### src/design/nco_consts.svh
// Register map, field positions and reset values of the oscillator block.
// Overview of operation
// - Fixed mode toggles output on every overflow.
// - Mode bit clear selects fixed, set selects pulse.
// - Pulse mode drives output active after overflow.
// - Active level starts at first edge after overflow.
// - Three-bit field selects pulse length.
// - Pulse longer than interval holds output steady.
// - Polarity bit is the final output stage.
// - Polarity change raises interrupt for transition.
// - Output level readable as status bit.
// - Output routed to waveform generator source.
// - Accumulator spans three bytes, twenty bits used.
// - Upper accumulator byte reads zero above bit three.
// - Accumulator runs freely, reads are not atomic.
// - Increment buffered, loaded after low byte write.
`ifndef NCO_CONSTS_SVH
`define NCO_CONSTS_SVH

`define NCO_OFF_CTRL     8'h00
`define NCO_OFF_CLKCTL   8'h04
`define NCO_OFF_ACCL     8'h08
`define NCO_OFF_ACCH     8'h0c
`define NCO_OFF_ACCU     8'h10
`define NCO_OFF_INCL     8'h14
`define NCO_OFF_INCH     8'h18
`define NCO_OFF_INCU     8'h1c
`define NCO_OFF_INT_STAT 8'h20
`define NCO_OFF_INT_MASK 8'h24

`define NCO_CTRL_EN      7
`define NCO_CTRL_OUT     5
`define NCO_CTRL_POL     4
`define NCO_CTRL_PFM     0
`define NCO_CLK_PWS_LSB  5

`define NCO_INT_RISE     0
`define NCO_INT_FALL     1

`define NCO_ACC_RST      20'h00000
`define NCO_INC_RST      20'h00001
`define NCO_PWS_RST      3'h0

`endif

### src/design/nco_pkg.sv
// Types shared by the oscillator block modules.
package nco_pkg;

    typedef enum logic {
        MODE_FIXED = 1'b0,
        MODE_PULSE = 1'b1
    } mode_t;

    typedef logic [6:0] pulse_cnt_t;

    // Returns pulse length minus one; the length is two to the power of the select field.
    function automatic pulse_cnt_t pulse_len_m1(input logic [2:0] sel);
        pulse_cnt_t one;
        one = 7'h01;
        return (one << sel) - one;
    endfunction

endpackage

### src/design/nco_core.sv
// Phase accumulator, increment buffer and raw output stage.
`timescale 1ns/1ps
`include "nco_consts.svh"
module nco_core
    import nco_pkg::*;
(
    // Clock and reset.
    input  wire logic        clk,
    input  wire logic        rst_n,
    // Control.
    input  wire logic        enable,
    input  wire mode_t       mode,
    input  wire logic [2:0]  width_sel,
    // Increment transfer.
    input  wire logic        inc_load,
    input  wire logic [19:0] inc_word,
    // Accumulator byte writes.
    input  wire logic [2:0]  acc_wr,
    input  wire logic [7:0]  acc_wdata,
    // State.
    output logic [19:0]      acc,
    output logic [19:0]      inc_buf,
    output logic             carry,
    output logic             raw_out
);

    logic [20:0] sum;
    logic [19:0] next_acc;
    logic [19:0] next_inc_buf;
    logic        next_raw;
    pulse_cnt_t  cnt;
    pulse_cnt_t  next_cnt;

    always_comb
    begin
        sum          = {1'b0, acc} + {1'b0, inc_buf};
        carry        = enable & sum[20];
        next_acc     = acc;
        next_inc_buf = inc_buf;
        next_raw     = raw_out;
        next_cnt     = cnt;
        if (inc_load)
            next_inc_buf = inc_word;
        if (enable)
            next_acc = sum[19:0];
        // A write while running lands on top of the step; result is loose.
        if (acc_wr[0])
            next_acc[7:0] = acc_wdata;
        if (acc_wr[1])
            next_acc[15:8] = acc_wdata;
        if (acc_wr[2])
            next_acc[19:16] = acc_wdata[3:0];
        if (!enable)
        begin
            next_raw = 1'b0;
            next_cnt = '0;
        end
        else
        begin
            unique case (mode)
                MODE_FIXED:
                begin
                    if (carry)
                        next_raw = !raw_out;
                    next_cnt = '0;
                end
                MODE_PULSE:
                begin
                    if (carry)
                    begin
                        next_raw = 1'b1;
                        next_cnt = pulse_len_m1(width_sel);
                    end
                    else if (cnt == '0)
                        next_raw = 1'b0;
                    else
                        next_cnt = cnt - 7'h01;
                end
            endcase
        end
    end

    always_ff @(posedge clk or negedge rst_n)
    begin
        if (!rst_n)
        begin
            acc     <= `NCO_ACC_RST;
            inc_buf <= `NCO_INC_RST;
            raw_out <= 1'b0;
            cnt     <= '0;
        end
        else
        begin
            acc     <= next_acc;
            inc_buf <= next_inc_buf;
            raw_out <= next_raw;
            cnt     <= next_cnt;
        end
    end

endmodule

### src/design/phase_accumulator_osc.sv
// Oscillator top: APB register file, polarity stage and interrupt.
//
// Implementation choices: the register addresses and the APB register port.
`timescale 1ns/1ps
`include "nco_consts.svh"
module phase_accumulator_osc
    import nco_pkg::*;
(
    // Clock and reset.
    input  wire logic        MCLK,
    input  wire logic        RESETN,
    // APB slave.
    input  wire logic        PSEL,
    input  wire logic        PENABLE,
    input  wire logic        PWRITE,
    input  wire logic [7:0]  PADDR,
    input  wire logic [31:0] PWDATA,
    output logic [31:0]      PRDATA,
    output logic             PREADY,
    output logic             PSLVERR,
    // Interrupt and oscillator output.
    output logic             IRQ,
    output logic             WAVEGEN_SRC
);

    logic        enable;
    logic        pol;
    mode_t       mode;
    logic [2:0]  pws;
    logic [7:0]  inc_lo;
    logic [7:0]  inc_hi;
    logic [3:0]  inc_up;
    logic [1:0]  int_status;
    logic [1:0]  int_mask;
    logic        inc_load;

    logic        next_enable;
    logic        next_pol;
    mode_t       next_mode;
    logic [2:0]  next_pws;
    logic [7:0]  next_inc_lo;
    logic [7:0]  next_inc_hi;
    logic [3:0]  next_inc_up;
    logic [1:0]  next_int_status;
    logic [1:0]  next_int_mask;
    logic        next_inc_load;
    logic [31:0] next_prdata;
    logic        next_pready;
    logic        next_pslverr;
    logic        next_irq;
    logic        next_out;

    logic        setup;
    logic        wr;
    logic        rd_done;
    logic        rise;
    logic        fall;
    logic [2:0]  acc_wr;
    logic [19:0] inc_word;
    logic [19:0] acc;
    logic [19:0] inc_buf;
    logic [19:0] acc_step;
    logic        carry;
    logic        raw_out;

    function automatic logic is_mapped(input logic [7:0] a);
        return a == `NCO_OFF_CTRL || a == `NCO_OFF_CLKCTL ||
               a == `NCO_OFF_ACCL || a == `NCO_OFF_ACCH ||
               a == `NCO_OFF_ACCU || a == `NCO_OFF_INCL ||
               a == `NCO_OFF_INCH || a == `NCO_OFF_INCU ||
               a == `NCO_OFF_INT_STAT || a == `NCO_OFF_INT_MASK;
    endfunction

    assign setup    = PSEL & !PENABLE;
    assign wr       = PSEL & PENABLE & PREADY & PWRITE;
    assign rd_done  = PSEL & PENABLE & PREADY & !PWRITE;
    assign inc_word = {inc_up, inc_hi, inc_lo};
    assign acc_step = acc + inc_buf;
    assign acc_wr   = {wr && PADDR == `NCO_OFF_ACCU,
                       wr && PADDR == `NCO_OFF_ACCH,
                       wr && PADDR == `NCO_OFF_ACCL};

    nco_core u_core (
        .clk       (MCLK),
        .rst_n     (RESETN),
        .enable    (enable),
        .mode      (mode),
        .width_sel (pws),
        .inc_load  (inc_load),
        .inc_word  (inc_word),
        .acc_wr    (acc_wr),
        .acc_wdata (PWDATA[7:0]),
        .acc       (acc),
        .inc_buf   (inc_buf),
        .carry     (carry),
        .raw_out   (raw_out)
    );

    // Polarity, edge events and interrupt.
    always_comb
    begin
        next_out = raw_out ^ pol;
        rise     = next_out & !WAVEGEN_SRC;
        fall     = !next_out & WAVEGEN_SRC;
        next_int_status = int_status;
        // Only bits returned by the read are cleared, so a new edge wins.
        if (rd_done && PADDR == `NCO_OFF_INT_STAT)
            next_int_status = int_status & ~PRDATA[1:0];
        next_int_status[`NCO_INT_RISE] =
            next_int_status[`NCO_INT_RISE] | rise;
        next_int_status[`NCO_INT_FALL] =
            next_int_status[`NCO_INT_FALL] | fall;
        next_irq = |(int_status & int_mask);
    end

    // Register writes.
    always_comb
    begin
        next_enable   = enable;
        next_pol      = pol;
        next_mode     = mode;
        next_pws      = pws;
        next_inc_lo   = inc_lo;
        next_inc_hi   = inc_hi;
        next_inc_up   = inc_up;
        next_int_mask = int_mask;
        next_inc_load = wr && PADDR == `NCO_OFF_INCL;
        if (wr)
        begin
            case (PADDR)
                `NCO_OFF_CTRL:
                begin
                    next_enable = PWDATA[`NCO_CTRL_EN];
                    next_pol    = PWDATA[`NCO_CTRL_POL];
                    next_mode   = mode_t'(PWDATA[`NCO_CTRL_PFM]);
                end
                `NCO_OFF_CLKCTL:
                    next_pws = PWDATA[`NCO_CLK_PWS_LSB +: 3];
                `NCO_OFF_INCL:
                    next_inc_lo = PWDATA[7:0];
                `NCO_OFF_INCH:
                    next_inc_hi = PWDATA[7:0];
                `NCO_OFF_INCU:
                    next_inc_up = PWDATA[3:0];
                `NCO_OFF_INT_MASK:
                    next_int_mask = PWDATA[1:0];
                default:
                    next_int_mask = int_mask;
            endcase
        end
    end

    // Read data and bus answer, prepared in the setup cycle.
    always_comb
    begin
        next_pready  = setup;
        next_pslverr = setup & !is_mapped(PADDR);
        next_prdata  = PRDATA;
        if (setup)
        begin
            next_prdata = 32'h0000_0000;
            case (PADDR)
                `NCO_OFF_CTRL:
                begin
                    next_prdata[`NCO_CTRL_EN]  = enable;
                    next_prdata[`NCO_CTRL_OUT] = WAVEGEN_SRC;
                    next_prdata[`NCO_CTRL_POL] = pol;
                    next_prdata[`NCO_CTRL_PFM] = mode;
                end
                `NCO_OFF_CLKCTL:
                    next_prdata[`NCO_CLK_PWS_LSB +: 3] = pws;
                `NCO_OFF_ACCL:
                    next_prdata[7:0] = acc[7:0];
                `NCO_OFF_ACCH:
                    next_prdata[7:0] = acc[15:8];
                `NCO_OFF_ACCU:
                    next_prdata[3:0] = acc[19:16];
                `NCO_OFF_INCL:
                    next_prdata[7:0] = inc_lo;
                `NCO_OFF_INCH:
                    next_prdata[7:0] = inc_hi;
                `NCO_OFF_INCU:
                    next_prdata[3:0] = inc_up;
                `NCO_OFF_INT_STAT:
                    next_prdata[1:0] = int_status;
                `NCO_OFF_INT_MASK:
                    next_prdata[1:0] = int_mask;
                default:
                    next_prdata = 32'h0000_0000;
            endcase
        end
    end

    always_ff @(posedge MCLK or negedge RESETN)
    begin
        if (!RESETN)
        begin
            enable      <= 1'b0;
            pol         <= 1'b0;
            mode        <= MODE_FIXED;
            pws         <= `NCO_PWS_RST;
            inc_lo      <= 8'(`NCO_INC_RST);
            inc_hi      <= 8'(`NCO_INC_RST >> 8);
            inc_up      <= 4'(`NCO_INC_RST >> 16);
            int_status  <= 2'h0;
            int_mask    <= 2'h0;
            inc_load    <= 1'b0;
            PRDATA      <= 32'h0000_0000;
            PREADY      <= 1'b0;
            PSLVERR     <= 1'b0;
            IRQ         <= 1'b0;
            WAVEGEN_SRC <= 1'b0;
        end
        else
        begin
            enable      <= next_enable;
            pol         <= next_pol;
            mode        <= next_mode;
            pws         <= next_pws;
            inc_lo      <= next_inc_lo;
            inc_hi      <= next_inc_hi;
            inc_up      <= next_inc_up;
            int_status  <= next_int_status;
            int_mask    <= next_int_mask;
            inc_load    <= next_inc_load;
            PRDATA      <= next_prdata;
            PREADY      <= next_pready;
            PSLVERR     <= next_pslverr;
            IRQ         <= next_irq;
            WAVEGEN_SRC <= next_out;
        end
    end
endmodule

### config.mk
export PLATFORM = sky130hd
export DESIGN_NAME = phase_accumulator_osc
export DESIGN_NICKNAME = d
export VERILOG_FILES = /design/src/design/nco_pkg.sv /design/src/design/nco_core.sv /design/src/design/phase_accumulator_osc.sv
export VERILOG_INCLUDE_DIRS = /design/src /design/src/design
export SDC_FILE = /design/constraint.sdc
export NUM_CORES = 1
export LEC_CHECK = 0
export BUFFER_PORTS_ARGS = -buffer_cell sky130_fd_sc_hd__buf_4
export CAP_MARGIN = 0
export CORE_ASPECT_RATIO = 2
export CORE_MARGIN = 3
export CORE_UTILIZATION = 36
export DETAILED_ROUTE_END_ITERATION = 8
export GPL_ROUTABILITY_DRIVEN = 0
export GPL_TIMING_DRIVEN = 1
export HOLD_SLACK_MARGIN = 0.15
export PLACE_DENSITY = 0.66
export SLEW_MARGIN = 20
export SYNTH_ARGS = -nofsm -noshare
export SYNTH_HDL_FRONTEND = slang
export SYNTH_SLANG_ARGS = --single-unit
export TNS_END_PERCENT = 10
### constraint.sdc
create_clock -name MCLK -period 5 [get_ports MCLK]
set_input_delay 0.25 -clock MCLK [delete_from_list [all_inputs] [get_ports MCLK]]
set_output_delay 0.25 -clock MCLK [all_outputs]
set_load 0.01 [all_outputs]
# Word level (Yosys, flattened, before mapping)

Cells that the tools add are included.

Output and inout port bits: 36
Word-level logic and storage cells: 107
Register bits: 91
Input port bits: 45

Add/sub/neg operators: 3
Bitwise logic cells: 16
Eq/ne operators: 12
Mux-type cells: 21
Shift-type cells: 1
Reductions and logical operators: 33

Operators by type and width:

| kind                                                 | number |
|---|---|
| equality test 8 x 5 -> 1 bit (second input constant) | 4 |
| adder 20 x 20 -> 21 bit                              | 1 |
| 2-to-1 mux 7 bit                                     | 3 |
| 2-to-1 mux 20 bit                                    | 1 |
| equality test 8 x 4 -> 1 bit (second input constant) | 2 |
| equality test 8 x 6 -> 1 bit (second input constant) | 2 |
| 2-to-1 mux 8 bit                                     | 2 |
| case mux 7 bit (2 select lines)                      | 1 |
| AND reduction 2 bit                                  | 7 |
| subtractor 7 x 1 -> 7 bit (second input constant)    | 2 |
| case mux 1 bit (6 select lines)                      | 2 |
| case mux 2 bit (6 select lines)                      | 1 |
| case mux 1 bit (5 select lines)                      | 2 |
| bitwise AND 1 bit                                    | 9 |
| logical OR 1 bit                                     | 9 |
| case mux 1 bit (9 select lines)                      | 1 |
| equality test 8 x 3 -> 1 bit (second input constant) | 1 |
| zero test 8 bit                                      | 1 |
| case mux 1 bit (8 select lines)                      | 1 |
| zero test 7 bit                                      | 1 |
| left shift 1 x 3 -> 7 bit (first input constant)     | 1 |
| zero test 1 bit                                      | 6 |
| nonzero test 2 bit                                   | 3 |
| logical AND 1 bit                                    | 5 |
| other kinds (13)                                     | 18 |

# Longest topological paths before layout

Gate-level depths: netlist of the first run.

Word-level depth: 12
Gate-level depth with buffers: 18
Mapped depth without buffers: 16

# Modules after synthesis

From an unflattened synthesis of the first run, not the netlist that was laid out.

Cell total of the unflattened synthesis: 563
Area, all modules: 5736.8 sq um

By module, submodules not included:

| module                | area each (sq um) | times used | cells an instance | seq. area each (sq um) |
|---|---|---|---|---|
| nco_core              | 3225.6            | 1          | 330               | 1202.4 |
| phase_accumulator_osc | 2511.2            | 1          | 233               | 1077.3 |

# Worst setup path after synthesis of the first run

No wires, ideal clock.

Path kind: register -> register
From: reg u_core.acc[0]
To: reg u_core.cnt[4]
Buffers on the path: 2
Arrival time: 3434 ps
Cell stages (with the launch flop): 18
Required time: 4879 ps
Path slack: 1444 ps
Library setup time: 121 ps
Period minus slack after synthesis: 3556 ps
Cell sequence: dfrtp_1 ha_1 fa_1 a211oi_2 nor2_1 o31ai_2 a2111oi_2 o31ai_2 a21oi_2 buf_6 a41oi_1 ha_1 buf_6 inv_1 or3_1 xnor2_1 mux2i_1 nor2_1

Cells in the longest elaborated chain, start to end: 5
Elaborated cells on any way between the ends: 6
Those cells by class: add/sub (1); eq/ne (1); mux (3); bitwise (1)

RTL lines:

| element                         | RTL line       | RTL |
|---|---|---|
| from (decl)                     | nco_core.sv:21 | `output logic [19:0] acc,` |
| from (signal assigned)          | nco_core.sv:87 | `` acc <= `NCO_ACC_RST; `` |
| from (signal assigned)          | nco_core.sv:94 | `acc <= next_acc;` |
| adder 20 x 20 -> 21 bit *       | nco_core.sv:36 | `sum = {1'b0, acc} + {1'b0, inc_buf};` |
| bitwise AND 1 bit *             | nco_core.sv:37 | `carry = enable & sum[20];` |
| 2-to-1 mux 7 bit                | nco_core.sv:69 | `if (carry)` |
| case mux 7 bit (2 select lines) | nco_core.sv:60 | `unique case (mode)` |
| 2-to-1 mux 7 bit                | nco_core.sv:53 | `if (!enable)` |
| to (signal assigned)            | nco_core.sv:97 | `cnt <= next_cnt;` |
| to (decl)                       | nco_core.sv:31 | `pulse_cnt_t cnt;` |

Every way passes the cells marked *; elsewhere a longest branch is shown, timed or not.
A chain may end at the register's enable or synchronous reset.

# Worst setup path after layout of the first run

Same ends and word-level chain as after synthesis.

==> impl_metrics.tcl, run 1 <==
set metrics [dict create \
    status "finished, final reports clean" \
    htreeDepth 3 \
    routedWlPerCell_um 18.77 \
    place_inst 728 \
    grt_pass1_wl_um 22650 \
    slew_violations 0 \
    synth_flop_cell "dfrtp_1" \
    core_area_um2 14430 \
    numCtsBuffers 9 \
    slowest_stage "fa_1" \
    antenna_found_initial 0 \
    clock.fmax_ghz 0.2423 \
    finalCritPeriodShare_pct 82.54 \
    rsz0062_at_grt "false" \
    path_buf_inv 1 \
    hold_path.class "in -> reg" \
    slew_headroom_pct 31.98 \
    synth_cells 516 \
    grt_pass1_vias 4398 \
    postLayoutCoreUtil_pct 41.08 \
    io_buffers 32 \
    power_density_nw_per_um2 246.2 \
    tightest_slew_ns 1.020 \
    drc 0 \
    antenna_left 0 \
    endpoint_kind "flip-flop" \
    path_clk_slew_ns 0.07 \
    yosysSeqAreaShare_pct 42.93 \
    multiInputGateArea_um2 2795 \
    dpl.hpwl_um 10570 \
    drv_cap 0 \
    wl_um 13980 \
    pre_cts_slack_ns 0.9292 \
    cp.required_ns 5.23 \
    track_usage_pct 17.86 \
    area_growth_pct 11.62 \
    cts_hold_buf 1 \
    diodes 0 \
    nets 615 \
    whs_ns 0.1781 \
    post-cts-setup-buffers 0 \
    crit_type "reg -> reg" \
    cts_tree "built" \
    die-area_um2 16330 \
    first_pass_iters 5 \
    routed_via_density 5.533 \
    grt_max_degree 85 \
    worstSkewPairLatency_ns 0.35 \
    fp.dieW_um 91.88 \
    skew_ns 0.007591 \
    crit_family "compound AO/OA/AOI/OAI gates" \
    crit_path_cell_trace "ha_1 > fa_1 > a211oi_2 > nor2_1 > o31ai_2 > a2111oi_2 > o31ai_2 > a21oi_2 > a41oi_1 > ha_1 > inv_1 > or3_1 > xnor2_1 > mux2i_1 > nor2_1" \
    synth_seq_cells 91 \
    peakVddDrop_mv 0.1430 \
    setup_viol 0 \
    tns_ns 0 \
    synth_area_um2 5310 \
    die_h_um 177.8 \
    p_leak_uw 0.002713 \
    nFillCells 1390 \
    yosysWarnings 0 \
    rows 62 \
    async_flop_share_pct 100.0 \
    grt_overflow 0 \
    crit_arrival_ns 4.35 \
    layout-drive-gt1-share_pct 21.70 \
    synth_edf_count 0 \
    cts-root-buf "clkbuf_16" \
    clock-sinks 91 \
    ff_latch_area_um2 2280 \
    yosys.cell_types.count 59 \
    critPathLaunchType "flip-flop" \
    cpPeakStageDelay_ns 0.45 \
    fin_cells 745 \
    io_pins 81 \
    vias 4122 \
    min_period_ns 4.127 \
    syn_avg_cell_area_um2 10.29 \
    setup_slack_ns 0.8731 \
    start_util_pct 36.80 \
    path_max_fanout 12 \
    clock_path_buffers 2 \
    hold_viol_final 0 \
    cts_resized 0 \
    drt_iter0_drc 314 \
]
-- sequential cells by signal, indices dropped and copies added, names as in the netlist --
signal and count:
IRQ 1, PRDATA 8, PREADY 1, PSLVERR 1, WAVEGEN_SRC 1, enable 1, inc_hi 8, inc_lo 8
inc_load 1, inc_up 4, int_mask 2, int_status 2, mode 1, pol 1, pws 3, u_core.acc 20
u_core.cnt 7, u_core.inc_buf 20, u_core.raw_out 1
-- kinds of logic after synthesis --
family	Yosys count	synth area share, %
AND/OR/NAND/NOR	138	12.46
buffers and inverters	53	6.174
AO/OA/AOI/OAI	123	15.67
flip-flops	91	42.93
other	1	0.07062
multiplexers	68	14.07
adder cells (fa/ha/maj)	22	5.325
XOR/XNOR	20	3.299
-- worst min-delay path: stages --
cell and delay (ns):
buf_4 0.12, nand2_1 0.05, o21ai_0 0.07
-- power breakdown --
group	internal (uW)	total [uW]	switching, uW
Clock	337	635	298
Combinational	24.4	77.2	52.8
Sequential	742	747	5.05
-- cells in the mapped netlist (3+ instances only) --
library cell,n,area (um2)
o21bai_1,4,30.03
a21o_1,8,60.06
mux2i_1,18,180.2
inv_1,13,48.80
a21oi_1,25,125.1
nand3b_1,4,30.03
a221oi_1,5,43.79
o21ai_1,10,50.05
a41oi_1,3,26.28
ha_1,21,262.8
a22oi_1,16,120.1
dfrtp_1,89,2227
nor3_1,10,50.05
mux2_2,49,551.8
nor4_1,5,31.28
clkbuf_1,9,33.78
xor2_1,4,35.03
nand2_1,45,168.9
buf_4,25,187.7
nand3_1,13,65.06
a222oi_1,3,30.03
a211oi_1,4,30.03
xnor2_1,16,140.1
nand2b_1,4,25.02
a21o_2,3,26.28
a31oi_1,5,31.28
o211ai_1,5,37.54
nor2_1,41,153.9
o21ai_0,19,95.09
-- per-layer routing --
| metal | global-route usage (%) | share of wire (%) |
|---|---|---|
| met5 | 0 | 0 |
| met4 | 9.491 | 4.2 |
| met3 | 2.546 | 3.8 |
| met2 | 35.50 | 58 |
| met1 | 17.15 | 34 |
-- metrics by stage --
step                total power (uW)  area [um2]
floorplan                      804.1        5396
global placement               835.7        5642
finish                          1459        5927
detailed placement             837.4        5642
global route                    1504        5927
CTS                             1465        5923
-- cell usage in the layout (no fill, tap or decap), types with 5 or more instances in the layout --
cell,n
dfrtp_1,89
mux2i_1,18
a221oi_1,5
conb_1,24
o211ai_1,5
mux2_2,49
inv_1,13
o21ai_0,19
nand2_1,45
nor2_1,41
a21o_1,8
buf_4,36
o21ai_1,10
clkbuf_16,9
a21oi_1,25
ha_1,21
a22oi_1,16
xnor2_1,16
nor3_1,10
nand3_1,13
a31oi_1,5
-- final cells by class --
| class | instances | area share (%) |
|---|---|---|
| Inverter | 13 | 0.8233 |
| Timing Repair Buffer | 38 | 4.919 |
| Clock buffer | 10 | 3.863 |
| Clock inverter | 6 | 0.7178 |
| Tap cell | 192 | 4.053 |
| Sequential cell | 91 | 38.46 |
| Multi-Input combinational cell | 395 | 47.16 |
-- final timing paths --
kind                                from             to  slack [ns]  depth (start not counted)
max                        u_core.acc[0]  u_core.cnt[4]        0.87                         15
min                            PWDATA[5]  u_core.acc[5]        0.18                          3
max reg2reg                u_core.acc[0]  u_core.cnt[4]        0.87                         15
min reg2reg                    PRDATA[6]      PRDATA[6]        0.48                          1
max in group asynchronous         RESETN      inc_hi[6]        3.76                          3
min in group asynchronous         RESETN         PREADY        0.25                          2
Power figures use the tool's default switching activity.
==> inputs of run 2 (changes only) <==
--- a/config.mk
+++ b/config.mk
@@ -15,7 +15,7 @@
 export GPL_ROUTABILITY_DRIVEN = 0
 export GPL_TIMING_DRIVEN = 1
 export HOLD_SLACK_MARGIN = 0.15
-export PLACE_DENSITY = 0.66
+export PLACE_DENSITY = 0.68
 export SLEW_MARGIN = 20
 export SYNTH_ARGS = -nofsm -noshare
 export SYNTH_HDL_FRONTEND = slang
==> constraint.sdc (replaced) <==
create_clock -name MCLK -period 3.3 [get_ports MCLK]
set_input_delay 0.165 -clock MCLK [delete_from_list [all_inputs] [get_ports MCLK]]
set_output_delay 0.165 -clock MCLK [all_outputs]
set_load 0.01 [all_outputs]
==> impl_metrics.tcl, run 2 (same netlist as run 1, synthesis figures left out) <==
set metrics [dict create \
    nFillCells 1358 \
    min_period_ns 3.466 \
    grt_overflow 0 \
    track_usage_pct 19.40 \
    core_area_um2 14430 \
    clock_path_buffers 2 \
    rows 62 \
    worstSkewPairLatency_ns 0.35 \
    drv_cap 0 \
    clock-sinks 91 \
    routed_via_density 5.526 \
    skew_ns 0.006449 \
    drt_iter0_drc 381 \
    power_frac_seq_pct 49.3 \
    r2r_end "u_core.cnt[4]" \
    slew_headroom_pct 31.57 \
    wl_um 15230 \
    path_clk_slew_ns 0.06 \
    finalCritPeriodShare_pct 105.0 \
    postLayoutCoreUtil_pct 45.19 \
    drc 0 \
    hold_viol_final 0 \
    tightest_slew_ns 1.026 \
    power_density_nw_per_um2 352.3 \
    cell_internal_pwr_uw 1786 \
    hold_path.startpoint "PWRITE" \
    pwr-share-clk_pct 44.6 \
    fin_cells 799 \
    endpoint_kind "flip-flop" \
    grt_pass1_vias 4717 \
    numCtsBuffers 9 \
    crit_type "reg -> reg" \
    swShare_pct 22.24 \
    die_h_um 177.8 \
    postLayoutCellArea_um2 6520 \
    crit-reg2reg-launch "u_core.inc_buf[9]" \
    pwr-share-comb_pct 6.1 \
    layout_common_cells "88 x dfrtp_1, 79 x buf_4, 49 x mux2_2" \
    r2r_cells 14 \
    antenna_found_initial 0 \
    mostFrequentLayoutCell "dfrtp_1" \
    tns_ns -0.1971 \
    power_uw 2297 \
    hold_path_end "int_status[1]" \
    setup_slack_ns -0.1658 \
    area_growth_pct 22.79 \
    crit_arrival_ns 3.70 \
    cts_tree "built" \
    hold_path.class "in -> reg" \
    dpl.hpwl_um 11370 \
    io_buffers 32 \
    htreeDepth 3 \
    start_util_pct 36.80 \
    grt_max_degree 78 \
    slew_violations 0 \
    fp.dieW_um 91.88 \
    rsz0062_at_grt "true" \
    peakVddDrop_mv 0.1961 \
    reg_top3 "u_core.acc: 20 flops, u_core.inc_buf: 20 flops" \
    nets 669 \
    p_leak_uw 0.002972 \
    critPathLaunchType "flip-flop" \
    cp.required_ns 3.54 \
    vias 4415 \
    layout-drive-gt1-share_pct 29.00 \
    path_max_fanout 5 \
    clock.fmax_ghz 0.2885 \
    die-area_um2 16330 \
    hold_depth 4 \
    antenna_left 0 \
    diodes 0 \
    io_pins 81 \
    grt_pass1_wl_um 24320 \
    status "finished with violations" \
    first_pass_iters 7 \
    switchingPower_uw 510.9 \
    place_area_um2 5882 \
    place_inst 758 \
    routedWlPerCell_um 19.06 \
    r2r_slack_ns -0.17 \
    setup_viol 2 \
    cts-root-buf "clkbuf_16" \
    violations "negative setup slack" \
]
## run 2: cell types whose count changed in the layout (fill, tap and decap cells not counted), sizes merged
| cell | previous run | this run |
|---|---|---|
| buf | 37 | 81 |
| bufinv | 0 | 1 |
| clkbuf | 10 | 14 |
| clkinv | 4 | 1 |
| clkinvlp | 2 | 0 |
| dlygate4sd3 | 1 | 11 |
## run 2: how the worst max path moves through the flow
stage	slack [ns]	from	end
2_1_floorplan	-0.11	u_core.acc[0]	u_core.cnt[4]
3_3_place_gp	-0.06	u_core.acc[0]	u_core.cnt[6]
3_5_place_dp	-0.24	u_core.acc[0]	u_core.cnt[6]
4_1_cts	-0.12	u_core.acc[0]	u_core.cnt[4]
5_1_grt	-0.33	u_core.acc[0]	u_core.cnt[4]
6_report	-0.17	u_core.inc_buf[9]	u_core.cnt[4]
## run 2: critical path, stage by stage, from the launching register on
cell       delay [ns]
dfrtp_1          0.44
ha_4             0.32
nand3_4          0.10
nor4_4           0.30
o31ai_2          0.13
a2111oi_2        0.40
o31ai_2          0.14
a21oi_2          0.31
mux2i_2          0.28
ha_2             0.25
inv_2            0.05
or3_4            0.33
xnor2_1          0.13
mux2i_1          0.12
nor2_1           0.05
## run 2: power groups by stage
stage	Combinational, uW	Sequential [uW]	Clock [uW]
6_report	140	1130	1020
5_1_grt	154	1130	1090
4_1_cts	136	1130	1050
3_5_place_dp	124	1150	0
3_3_place_gp	121	1150	0
2_1_floorplan	66.6	1150	0
## run 2: cell type report
cell class	instances	area [um2]	area share [%]
clock inverter	2	35.03	0.5373
timing repair buffer	92	742.0	11.38
sequential	91	2281	34.98
inverter	13	48.80	0.7484
multi-input combinational	395	2919	44.77
clock buffer	14	254.0	3.896
tap	192	240.2	3.685
## run 2: metrics by stage
stage	hold slack, ns	setup slack (ns)
final	0.1847	-0.1658
after global routing	0.1978	-0.3317
after CTS	0.1685	-0.1182
after detailed placement	0.3887	-0.2350
after global placement	0.3770	-0.05852
after floorplan	-0.1306	-0.1125
## run 2: per-layer routing
| layer | global-route usage [%] | part of all wire, % |
|---|---|---|
| met1 | 17.90 | 33 |
| met2 | 36.26 | 55 |
| met3 | 2.715 | 3.7 |
| met4 | 16.75 | 8.5 |
| met5 | 0 | 0 |
## run 2: timing repair
action	in CTS	in global routing
endpoints found under the hold margin	108	0
setup endpoints to repair	2	4
hold buffers	11	0
gates resized for setup	14	3
buffers inserted	13	0
pin swaps	14	1
